--- config.mk ---
export PLATFORM = sky130hd
export DESIGN_NAME = psc_proximity_ctrl
export DESIGN_NICKNAME = d
export VERILOG_FILES = /design/src/common/psc_pkg.sv /design/src/verilog/psc_proximity_ctrl.sv
export VERILOG_INCLUDE_DIRS = /design/src /design/src/common
export SDC_FILE = /design/constraint.sdc
export NUM_CORES = 1
export LEC_CHECK = 0
export BUFFER_PORTS_ARGS = -buffer_cell sky130_fd_sc_hd__buf_4
export CAP_MARGIN = 5
export CORE_MARGIN = 2
export CORE_UTILIZATION = 55
export CTS_BUF_LIST = sky130_fd_sc_hd__clkbuf_4
export DETAILED_ROUTE_END_ITERATION = 10
export HOLD_SLACK_MARGIN = 0.08
export PLACE_DENSITY = 0.76
export SLEW_MARGIN = 20
export SYNTH_ARGS = -nofsm -noshare
export SYNTH_HDL_FRONTEND = slang
export SYNTH_SLANG_ARGS = --single-unit
--- constraint.sdc ---
create_clock -name i_clk_sys -period 3.25 [get_ports i_clk_sys]
set_input_delay 0.325 -clock i_clk_sys [delete_from_list [all_inputs] [get_ports i_clk_sys]]
set_output_delay 0.325 -clock i_clk_sys [all_outputs]
set_load 0.02 [all_outputs]
--- src/common/psc_map.svh ---
`ifndef PSC_MAP_SVH
`define PSC_MAP_SVH

// Register byte addresses, one aligned 32-bit word each.
`define PSC_ADDR_ENABLE 8'h00
`define PSC_ADDR_CONV_STEP 8'h04
`define PSC_ADDR_PAUSE_STEP 8'h08
`define PSC_ADDR_PULSE_COUNT 8'h0c
`define PSC_ADDR_CONTROL 8'h10
`define PSC_ADDR_LOW_THR 8'h14
`define PSC_ADDR_HIGH_THR 8'h18
`define PSC_ADDR_PERSIST 8'h1c
`define PSC_ADDR_STATUS 8'h20
`define PSC_ADDR_DATA 8'h24

// Field positions.
`define PSC_EN_POWER_BIT 0
`define PSC_EN_PROX_BIT 1
`define PSC_EN_WAIT_BIT 2
`define PSC_EN_INT_BIT 3
`define PSC_CTL_DRIVE_LSB 0
`define PSC_CTL_CHAN_LSB 2
`define PSC_ST_VALID_BIT 0
`define PSC_ST_INT_BIT 1
`define PSC_ST_STATE_LSB 4

// Reset values.
`define PSC_RST_ENABLE 4'h0
`define PSC_RST_CONV_STEP 8'hff
`define PSC_RST_PAUSE_STEP 8'hff
`define PSC_RST_PULSE_COUNT 8'h01
`define PSC_RST_DRIVE 2'h0
`define PSC_RST_CHAN 2'h1
`define PSC_RST_LOW_THR 16'h0000
`define PSC_RST_HIGH_THR 16'hffff
`define PSC_RST_PERSIST 4'h0

// Timing, in nanoseconds, and the system clock period.
`define PSC_CLK_NS 20
`define PSC_STEP_NS 2720000
`define PSC_PULSE_PERIOD_NS 16000
`define PSC_PULSE_ON_NS 7200

`endif

--- src/common/psc_pkg.sv ---
package psc_pkg;

   typedef struct packed {
      logic [7:0] addr;
      logic [31:0] wdata;
      logic we;
      logic re;
   } psc_bus_t;

   typedef struct packed {
      logic [15:0] wideband;
      logic [15:0] infrared;
   } psc_sample_t;

   typedef enum logic [4:0] {
      PSC_SLEEP = 5'h01,
      PSC_IDLE = 5'h02,
      PSC_PULSE = 5'h04,
      PSC_CONV = 5'h08,
      PSC_WAIT = 5'h10
   } psc_state_t;

   typedef enum logic [1:0] {
      PSC_DRIVE_100MA = 2'h0,
      PSC_DRIVE_50MA = 2'h1,
      PSC_DRIVE_25MA = 2'h2,
      PSC_DRIVE_12MA5 = 2'h3
   } psc_drive_t;

endpackage

--- src/verilog/psc_proximity_ctrl.sv ---
// Overview of operation
// - Emit programmed 1 to 255 LED pulses.
// - Each LED pulse repeats every 16 us.
// - Sink current selectable among four levels.
// - Interrupt stays asserted until firmware clears it.
// - Interrupt pin driven only when enabled.
// - Interrupt when result above upper or below lower.
// - Interrupt after persistence count of consecutive misses.
// - Copy 16-bit result to data register.
// - Convert both channels; select either or both.
// - Device is a register target for host.
// - Programmable wait between cycles, from 2.72 ms.
// - State machine enters low power between activities.
// - Wait built from 1 to 256 steps.
// - Conversion built from 1 to 256 steps.
`timescale 1ns/1ps
`include "psc_map.svh"

module psc_proximity_ctrl #(
   parameter int STEP_CYCLES = `PSC_STEP_NS / `PSC_CLK_NS
) (
   input wire logic i_clk_sys,
   input wire logic i_rst_b,
   input wire logic i_ce,
   input wire psc_pkg::psc_bus_t i_bus,
   input wire psc_pkg::psc_sample_t i_sample,
   output logic [31:0] o_rdata,
   output logic o_emitter_sink_output,
   output logic o_emitter_sink_oe,
   output logic [1:0] o_drive_level,
   output logic o_int_out,
   output logic o_int_oe,
   output logic o_low_power,
   output logic o_converting
);
   import psc_pkg::*;

   localparam int PERIOD_CYCLES = `PSC_PULSE_PERIOD_NS / `PSC_CLK_NS;
   localparam int ON_CYCLES = `PSC_PULSE_ON_NS / `PSC_CLK_NS;

   // Setting 8'hff gives one step and 8'h00 gives 256 steps.
   function automatic logic [8:0] step_total(input logic [7:0] setting);
      step_total = 9'h100 - {1'b0, setting};
   endfunction

   function automatic logic bus_hit(input psc_bus_t b,
                                    input logic [7:0] a);
      bus_hit = (b.addr == a);
   endfunction

   // Configuration and status registers.
   logic [3:0] enable_r, enable_nxt;
   logic [7:0] conv_step_r, conv_step_nxt;
   logic [7:0] pause_step_r, pause_step_nxt;
   logic [7:0] pulse_count_r, pulse_count_nxt;
   logic [1:0] drive_r, drive_nxt;
   logic [1:0] chan_r, chan_nxt;
   logic [15:0] low_thr_r, low_thr_nxt;
   logic [15:0] high_thr_r, high_thr_nxt;
   logic [3:0] persist_r, persist_nxt;
   logic [15:0] data_r, data_nxt;
   logic valid_r, valid_nxt;
   logic int_pend_r, int_pend_nxt;
   logic [3:0] miss_r, miss_nxt;
   logic [31:0] rdata_r, rdata_nxt;

   // Sequencer state.
   psc_state_t state_r, state_nxt;
   logic [17:0] cyc_r, cyc_nxt;
   logic [8:0] step_r, step_nxt;
   logic [7:0] pulses_r, pulses_nxt;
   logic led_r, led_nxt;
   logic int_oe_r, int_oe_nxt;
   logic low_power_r, low_power_nxt;
   logic converting_r, converting_nxt;
   logic od_low_r, od_low_nxt;

   logic power_on, prox_en, wait_en, int_en;
   logic conv_done;
   logic [16:0] sum;
   logic [15:0] result;
   logic out_of_range;
   logic [3:0] miss_inc;
   logic clear_int;

   assign power_on = enable_r[`PSC_EN_POWER_BIT];
   assign prox_en = enable_r[`PSC_EN_PROX_BIT];
   assign wait_en = enable_r[`PSC_EN_WAIT_BIT];
   assign int_en = enable_r[`PSC_EN_INT_BIT];

   // Register slave and interrupt bookkeeping.
   always_comb begin
      enable_nxt = enable_r;
      conv_step_nxt = conv_step_r;
      pause_step_nxt = pause_step_r;
      pulse_count_nxt = pulse_count_r;
      drive_nxt = drive_r;
      chan_nxt = chan_r;
      low_thr_nxt = low_thr_r;
      high_thr_nxt = high_thr_r;
      persist_nxt = persist_r;
      data_nxt = data_r;
      valid_nxt = valid_r;
      int_pend_nxt = int_pend_r;
      miss_nxt = miss_r;
      // Read data fall back to zero once their single cycle is over.
      rdata_nxt = 32'h0000_0000;
      clear_int = 1'b0;
      // Both channels are sampled together; the sum saturates.
      sum = {1'b0, i_sample.wideband} + {1'b0, i_sample.infrared};
      case (chan_r)
         2'h2: result = i_sample.infrared;
         2'h3: result = sum[16] ? 16'hffff : sum[15:0];
         default: result = i_sample.wideband;
      endcase
      out_of_range = (result > high_thr_r) || (result < low_thr_r);
      // The miss counter saturates, so a long run never wraps to zero.
      miss_inc = (miss_r == 4'hf) ? miss_r : miss_r + 4'h1;

      if (i_bus.we) begin
         if (bus_hit(i_bus, `PSC_ADDR_ENABLE)) begin
            enable_nxt = i_bus.wdata[3:0];
         end
         if (bus_hit(i_bus, `PSC_ADDR_CONV_STEP)) begin
            conv_step_nxt = i_bus.wdata[7:0];
         end
         if (bus_hit(i_bus, `PSC_ADDR_PAUSE_STEP)) begin
            pause_step_nxt = i_bus.wdata[7:0];
         end
         if (bus_hit(i_bus, `PSC_ADDR_PULSE_COUNT)) begin
            pulse_count_nxt = i_bus.wdata[7:0];
         end
         if (bus_hit(i_bus, `PSC_ADDR_CONTROL)) begin
            drive_nxt = i_bus.wdata[`PSC_CTL_DRIVE_LSB +: 2];
            chan_nxt = i_bus.wdata[`PSC_CTL_CHAN_LSB +: 2];
         end
         if (bus_hit(i_bus, `PSC_ADDR_LOW_THR)) begin
            low_thr_nxt = i_bus.wdata[15:0];
         end
         if (bus_hit(i_bus, `PSC_ADDR_HIGH_THR)) begin
            high_thr_nxt = i_bus.wdata[15:0];
         end
         if (bus_hit(i_bus, `PSC_ADDR_PERSIST)) begin
            persist_nxt = i_bus.wdata[3:0];
         end
         if (bus_hit(i_bus, `PSC_ADDR_STATUS)) begin
            clear_int = i_bus.wdata[`PSC_ST_INT_BIT];
         end
      end

      // Reads have no side effects, so polling never loses an event.
      if (i_bus.re) begin
         case (i_bus.addr)
            `PSC_ADDR_ENABLE: rdata_nxt = {28'h0000000, enable_r};
            `PSC_ADDR_CONV_STEP: rdata_nxt = {24'h000000, conv_step_r};
            `PSC_ADDR_PAUSE_STEP: rdata_nxt = {24'h000000, pause_step_r};
            `PSC_ADDR_PULSE_COUNT: rdata_nxt = {24'h000000, pulse_count_r};
            `PSC_ADDR_CONTROL: rdata_nxt = {28'h0000000, chan_r, drive_r};
            `PSC_ADDR_LOW_THR: rdata_nxt = {16'h0000, low_thr_r};
            `PSC_ADDR_HIGH_THR: rdata_nxt = {16'h0000, high_thr_r};
            `PSC_ADDR_PERSIST: rdata_nxt = {28'h0000000, persist_r};
            `PSC_ADDR_STATUS: begin
               rdata_nxt = 32'h0000_0000;
               rdata_nxt[`PSC_ST_VALID_BIT] = valid_r;
               rdata_nxt[`PSC_ST_INT_BIT] = int_pend_r;
               rdata_nxt[`PSC_ST_STATE_LSB +: 5] = state_r;
            end
            `PSC_ADDR_DATA: rdata_nxt = {16'h0000, data_r};
            default: rdata_nxt = 32'h0000_0000;
         endcase
      end
      if (clear_int) begin
         int_pend_nxt = 1'b0;
      end

      if (conv_done) begin
         data_nxt = result;
         valid_nxt = 1'b1;
         if (out_of_range) begin
            miss_nxt = miss_inc;
            // A persistence of zero fires on every miss.
            if (int_en && (miss_inc >= persist_r)) begin
               int_pend_nxt = 1'b1;
            end
         end else begin
            miss_nxt = 4'h0;
         end
      end
      // Held as a level until firmware clears it; a new event wins.
      int_oe_nxt = int_pend_nxt && int_en;
   end

   always_ff @(posedge i_clk_sys or negedge i_rst_b) begin
      if (!i_rst_b) begin
         enable_r <= `PSC_RST_ENABLE;
         conv_step_r <= `PSC_RST_CONV_STEP;
         pause_step_r <= `PSC_RST_PAUSE_STEP;
         pulse_count_r <= `PSC_RST_PULSE_COUNT;
         drive_r <= `PSC_RST_DRIVE;
         chan_r <= `PSC_RST_CHAN;
         low_thr_r <= `PSC_RST_LOW_THR;
         high_thr_r <= `PSC_RST_HIGH_THR;
         persist_r <= `PSC_RST_PERSIST;
         data_r <= 16'h0000;
         valid_r <= 1'b0;
         int_pend_r <= 1'b0;
         miss_r <= 4'h0;
         rdata_r <= 32'h0000_0000;
         int_oe_r <= 1'b0;
      end else if (i_ce) begin
         // A low clock enable freezes settings and read data alike.
         enable_r <= enable_nxt;
         conv_step_r <= conv_step_nxt;
         pause_step_r <= pause_step_nxt;
         pulse_count_r <= pulse_count_nxt;
         drive_r <= drive_nxt;
         chan_r <= chan_nxt;
         low_thr_r <= low_thr_nxt;
         high_thr_r <= high_thr_nxt;
         persist_r <= persist_nxt;
         data_r <= data_nxt;
         valid_r <= valid_nxt;
         int_pend_r <= int_pend_nxt;
         miss_r <= miss_nxt;
         rdata_r <= rdata_nxt;
         int_oe_r <= int_oe_nxt;
      end
   end

   // Cycle sequencer: pulses, conversion, optional wait.
   always_comb begin
      state_nxt = state_r;
      cyc_nxt = cyc_r;
      step_nxt = step_r;
      pulses_nxt = pulses_r;
      conv_done = 1'b0;
      case (state_r)
         PSC_SLEEP: begin
            if (power_on) begin
               state_nxt = PSC_IDLE;
            end
         end
         PSC_IDLE: begin
            cyc_nxt = 18'h00000;
            step_nxt = 9'h000;
            pulses_nxt = 8'h00;
            if (prox_en) begin
               // A pulse count of zero skips straight to conversion.
               state_nxt = (pulse_count_r != 8'h00) ? PSC_PULSE
                                                    : PSC_CONV;
            end else if (wait_en) begin
               state_nxt = PSC_WAIT;
            end
         end
         PSC_PULSE: begin
            cyc_nxt = cyc_r + 18'h00001;
            if (cyc_r == 18'(PERIOD_CYCLES - 1)) begin
               cyc_nxt = 18'h00000;
               pulses_nxt = pulses_r + 8'h01;
               // A count lowered in mid-burst lets this counter wrap.
               if (pulses_r == pulse_count_r - 8'h01) begin
                  pulses_nxt = 8'h00;
                  state_nxt = PSC_CONV;
               end
            end
         end
         PSC_CONV: begin
            cyc_nxt = cyc_r + 18'h00001;
            if (cyc_r == 18'(STEP_CYCLES - 1)) begin
               cyc_nxt = 18'h00000;
               step_nxt = step_r + 9'h001;
               if (step_r == step_total(conv_step_r) - 9'h001) begin
                  step_nxt = 9'h000;
                  // The photodiode words are taken at this final step only.
                  conv_done = 1'b1;
                  state_nxt = wait_en ? PSC_WAIT : PSC_IDLE;
               end
            end
         end
         PSC_WAIT: begin
            cyc_nxt = cyc_r + 18'h00001;
            if (cyc_r == 18'(STEP_CYCLES - 1)) begin
               cyc_nxt = 18'h00000;
               step_nxt = step_r + 9'h001;
               if (step_r == step_total(pause_step_r) - 9'h001) begin
                  step_nxt = 9'h000;
                  state_nxt = PSC_IDLE;
               end
            end
         end
         default: begin
            state_nxt = PSC_SLEEP;
         end
      endcase
      // Dropping power aborts any cycle; a conversion in flight is lost unless power drops in its final cycle, whose result is still stored.
      if (!power_on) begin
         state_nxt = PSC_SLEEP;
         cyc_nxt = 18'h00000;
         step_nxt = 9'h000;
         pulses_nxt = 8'h00;
      end
      led_nxt = (state_nxt == PSC_PULSE) &&
                (cyc_nxt < 18'(ON_CYCLES));
      low_power_nxt = (state_nxt == PSC_SLEEP) ||
                      (state_nxt == PSC_WAIT);
      converting_nxt = (state_nxt == PSC_CONV);
      // Open-drain data lines only ever pull low; the enables carry the pins.
      od_low_nxt = 1'b0;
   end

   always_ff @(posedge i_clk_sys or negedge i_rst_b) begin
      if (!i_rst_b) begin
         state_r <= PSC_SLEEP;
         cyc_r <= 18'h00000;
         step_r <= 9'h000;
         pulses_r <= 8'h00;
         led_r <= 1'b0;
         low_power_r <= 1'b1;
         converting_r <= 1'b0;
         od_low_r <= 1'b0;
      end else if (i_ce) begin
         state_r <= state_nxt;
         cyc_r <= cyc_nxt;
         step_r <= step_nxt;
         pulses_r <= pulses_nxt;
         led_r <= led_nxt;
         low_power_r <= low_power_nxt;
         converting_r <= converting_nxt;
         od_low_r <= od_low_nxt;
      end
   end

   // Every pin comes straight from a flop, so no glitch reaches the board.
   assign o_rdata = rdata_r;
   assign o_emitter_sink_output = od_low_r;
   assign o_emitter_sink_oe = led_r;
   assign o_drive_level = drive_r;
   assign o_int_out = od_low_r;
   assign o_int_oe = int_oe_r;
   assign o_low_power = low_power_r;
   assign o_converting = converting_r;

endmodule
==> metrics.sh <==
SHARE_COMB_OF_TOTAL_POWER_PCT=19.1
POSTPLACECELLAREA_UM2=11500
STATIC-LEAKAGE-POWER_nW=5.82
POSTLAYOUTCELLAREA_UM2=12300
DRT_PRE_ANTENNA_ITERS=7
SYNTHESIS.YOSYS.WARNINGS=0
MOSTFREQUENTLAYOUTCELLS='sky130_fd_sc_hd__buf_4 (187), sky130_fd_sc_hd__dfrtp_1 (114), sky130_fd_sc_hd__o21ai_0 (85)'
DRCVIOLATIONCOUNT=0
FILL_CELLS=1394
STATUS='finished, violations left'
FIN_SKEW_NS=0.0234
DIE_H_UM=139
MULTI_INPUT_COMB_AREA_UM2=5960
ACHIEVABLE-FREQUENCY_GHz=0.301
YOSYS.AREA_SHARE.ADDER_PCT=7.15
SYNTH_TOP_AREA_SHARE_PCT=28.3
WHS_NS=0.124
TRITONCTS='done'
LAYOUT_COMMONEST_CELL='sky130_fd_sc_hd__buf_4'
SYNTHSIMPLEGATEAREAFRAC_PCT=16.2
FINAL_CORE_UTILIZATION_PCT=68.2
DRT.ANTENNA.VIOLATING_NETS=0
SEQUENTIAL_CELL_AREA_UM2=3800
SETUP_VIOL=6
CLK_PATH_BUF_DEPTH=2
PWR-SHARE-SEQ_PCT=50.6
PORT_BUFFERS=82
MIN_PERIOD_OVER_PERIOD_PCT=102
TOP_LEVEL_PORTS=117
SYNTH_EDF_COUNT=0
NNETSFINAL=1399
DIEWIDTH_UM=139
WORST-PATH-MAX-FANOUT=6
VIAS_PER_CELL=6.17
CP.REQUIRED_NS=3.72
TIMING.CRITICAL_PATH.FROM_TYPE='primary input'
CLOCK-SINKS=150
IR_DROP_mV=0.243
WORST_PIN_SLEW_NS=0.863
WORST_HOLD_PATH_TYPE='primary input to register'
CLKSLEWWORSTSETUPHOLDPATHS_NS=0.13
GRT_PASS1_WL_MM=45.2
SYNTH_COMPOUND_AREA_SHARE_PCT=20.7
SYNTHARSTFLOPSHARE_PCT=100
ROUTABILITYCONGESTION=0.913
SYNTHESIZED_FLOP_AND_LATCH_TOTAL=150
SYNTH_TOP_FAMILY_BY_AREA='compound AO/OA/AOI/OAI gates'
FP.DIEAREA_UM2=19400
YS_TYPES=73
DETAIL_ROUTE.WL_PER_CELL_UM=18.8
DRTITER0DRC=823
DRIVE_GT1_SHARE_PCT=29.6
PLACE_HPWL_MM=20.7
MAX_CAP_VIOL_COUNT=0
CRITPATHCAPTURETYPE='register'
FIN_TOTAL_PWR_mW=3.84
YOSYS_MOST_USED_DFF='sky130_fd_sc_hd__dfrtp_1'
P_SWITCHING_mW=1.13
TIMING.FINAL.MAX_SLEW_VIOLATIONS=0
FINAL_HOLD_VIOL_COUNT=0
DP_SLACK_NS=-0.849
POST_SYNTH.CELL_AREA_AVG_UM2=9.27
RSZ_0062_RAISED_AFTER_GLOBAL_ROUTING='yes'
TNS_NS=-0.346
BUFFER_CELL_DRIVING_THE_CLOCK_TREE_ROOT='sky130_fd_sc_hd__clkbuf_4'
VIA_COUNT_OF_THE_FIRST_GLOBAL_ROUTING_PASS=8827
SYNTHESIS.AREA_UM2=10100
INTERNAL_DISSIPATION_mW=2.71
FINALCRITICALPERIOD_NS=3.32
WORSTSETUPPATHTYPE='primary input to register'
FP.COREAREA_UM2=18000
FINALWIRELENGTH_MM=28.3
CTS_BUFFERS=17
P_CLK_SHARE_PCT=30.3
SYNTHMUXAREASHARE_PCT=7.93
NETSWITCHINGFRACTION_PCT=29.5
SYNTH.AREA.TOP_CELLS='sky130_fd_sc_hd__dfrtp_1 (28%), sky130_fd_sc_hd__dfstp_2 (9.4%), sky130_fd_sc_hd__mux2_2 (7.0%)'
VIA_COUNT=9311
SLEW_HEADROOM_PCT=42.3
STD_CELL_ROWS=49
P_PER_AREA_nW_PER_UM2=313
START_UTIL_PCT=56.1
SYNTHESIZED_INSTANCE_COUNT=1088
WORSTPATHARRIVAL_NS=3.79
WORST_SLACK_NS=-0.0712
GRT_USAGE_PCT=28.9
XOR_AND_XNOR_FRACTION_OF_THE_MAPPED_NETLIST_AREA_PCT=4.08
GRT_ANTENNA_BEFORE_REPAIR=1
PROPORTION_OF_SYNTHESIZED_CHIP_AREA_IN_SEQUENTIAL_CELLS_PCT=37.7
VIOLATIONS='negative setup slack'
PLACEDCELLCOUNT=1446
SYNTHTOLAYOUTAREAGROWTH_PCT=21.5
PIN_COUNT_OF_THE_BIGGEST_NET_ENTERING_GLOBAL_ROUTING=78
GRT-OVFL-TOTAL=0
FINAL_CELL_COUNT_NO_FILL=1508
CTS-HTREE-LEVELS=4
INSERTION_DELAY_NS=0.60
YOSYSTOPAREACELL='sky130_fd_sc_hd__dfrtp_1'
repair_timing:
action,CTS,global route
hold buffers,17,0
gates resized for setup,14,32
buffers inserted,7,5
pin swaps,13,20
endpoints found under the setup margin,6,6
hold endpoints to repair,115,0
power by group through the flow:
stage | Combinational (mW) | Sequential (mW) | Clock (mW)
finish | 0.733 | 1.94 | 1.16
detailed placement | 0.651 | 1.97 | 0
global route | 0.799 | 1.95 | 1.27
global placement | 0.639 | 1.97 | 0
floorplan | 0.354 | 1.96 | 0
CTS | 0.685 | 1.94 | 1.18
worst max-delay path, cell delays in order:
cell and delay (ns):
sky130_fd_sc_hd__buf_4 0.11, sky130_fd_sc_hd__ha_1 0.32, sky130_fd_sc_hd__inv_2 0.08, sky130_fd_sc_hd__nor3_1 0.25, sky130_fd_sc_hd__a221o_1 0.26, sky130_fd_sc_hd__a31oi_4 0.06, sky130_fd_sc_hd__buf_6 0.15, sky130_fd_sc_hd__o211ai_1 0.20
sky130_fd_sc_hd__o41ai_1 0.15, sky130_fd_sc_hd__nor3_2 0.26, sky130_fd_sc_hd__o21ai_2 0.09, sky130_fd_sc_hd__ha_1 0.31, sky130_fd_sc_hd__nand4_1 0.13, sky130_fd_sc_hd__or2_4 0.28, sky130_fd_sc_hd__or4_4 0.41, sky130_fd_sc_hd__a21oi_2 0.12
sky130_fd_sc_hd__o22a_4 0.19, sky130_fd_sc_hd__o31ai_1 0.07
cell type report:
cell class                      count  share of cell area, %
Inverter                           66                   2.02
Clock inverter                     14                   1.10
Timing Repair Buffer              213                   13.8
Clock buffer                       18                   1.10
Multi-Input combinational cell    817                   48.6
Antenna cell                        1                 0.0204
Tap cell                          229                   2.34
Sequential cell                   150                   31.0
kinds of logic after synthesis:
kind of cell             count (synthesis)
AND/OR/NAND/NOR                        316
multiplexers                            72
other                                    1
AO/OA/AOI/OAI                          307
flip-flops                             150
buffers and inverters                  138
adder cells (fa/ha/maj)                 57
XOR/XNOR                                47
worst paths after layout:
kind	startpoint	cells after the start	end	slack (ns)
max in group asynchronous	i_rst_b	3	o_low_power	2.10
min reg2reg	valid_r	1	valid_r	0.49
min	i_bus[1]	4	int_pend_r	0.12
max reg2reg	chan_r[1]	10	miss_r[0]	0.34
max	i_sample[9]	18	miss_r[0]	-0.07
min in group asynchronous	i_rst_b	2	o_rdata[2]	0.32
registers in the layout (all words and copies together), names as in the netlist, 2 cells and up:
name and flops:
o_drive_level 2, enable_r 4, chan_r 2, cyc_r 18
o_rdata 16, pause_step_r 8, state_r 5, low_thr_r 16
persist_r 4, miss_r 4, pulse_count_r 8, conv_step_r 8
high_thr_r 16, data_r 16, pulses_r 8, step_r 9
metal layers:
layer / track usage (%) / share of wire [%] / vias up
li1: - / - / 4325
met1: 40.5 / 42 / 4488
met2: 46.3 / 47 / 429
met3: 4.89 / 8.4 / 69
met4: 8.77 / 2.6 / 0
met5: 0 / 0 / -
cell usage after synthesis (all sizes together) (9+ instances only):
master,count
mux2i,9
inv,65
nor3,28
o21ai,99
xnor2,22
clkbuf,32
a21oi,38
buf,40
a222oi,13
xor2,25
nand4,17
o2bb2ai,17
nand2b,18
dfrtp,114
a21o,34
a31oi,20
nor2,60
o31ai,11
or3,12
o211ai,15
nand2,83
mux2,63
a22oi,9
and3,15
nand3,32
dfstp,36
nor4,9
ha,56
Note: power is estimated with default switching activity, not from simulation.
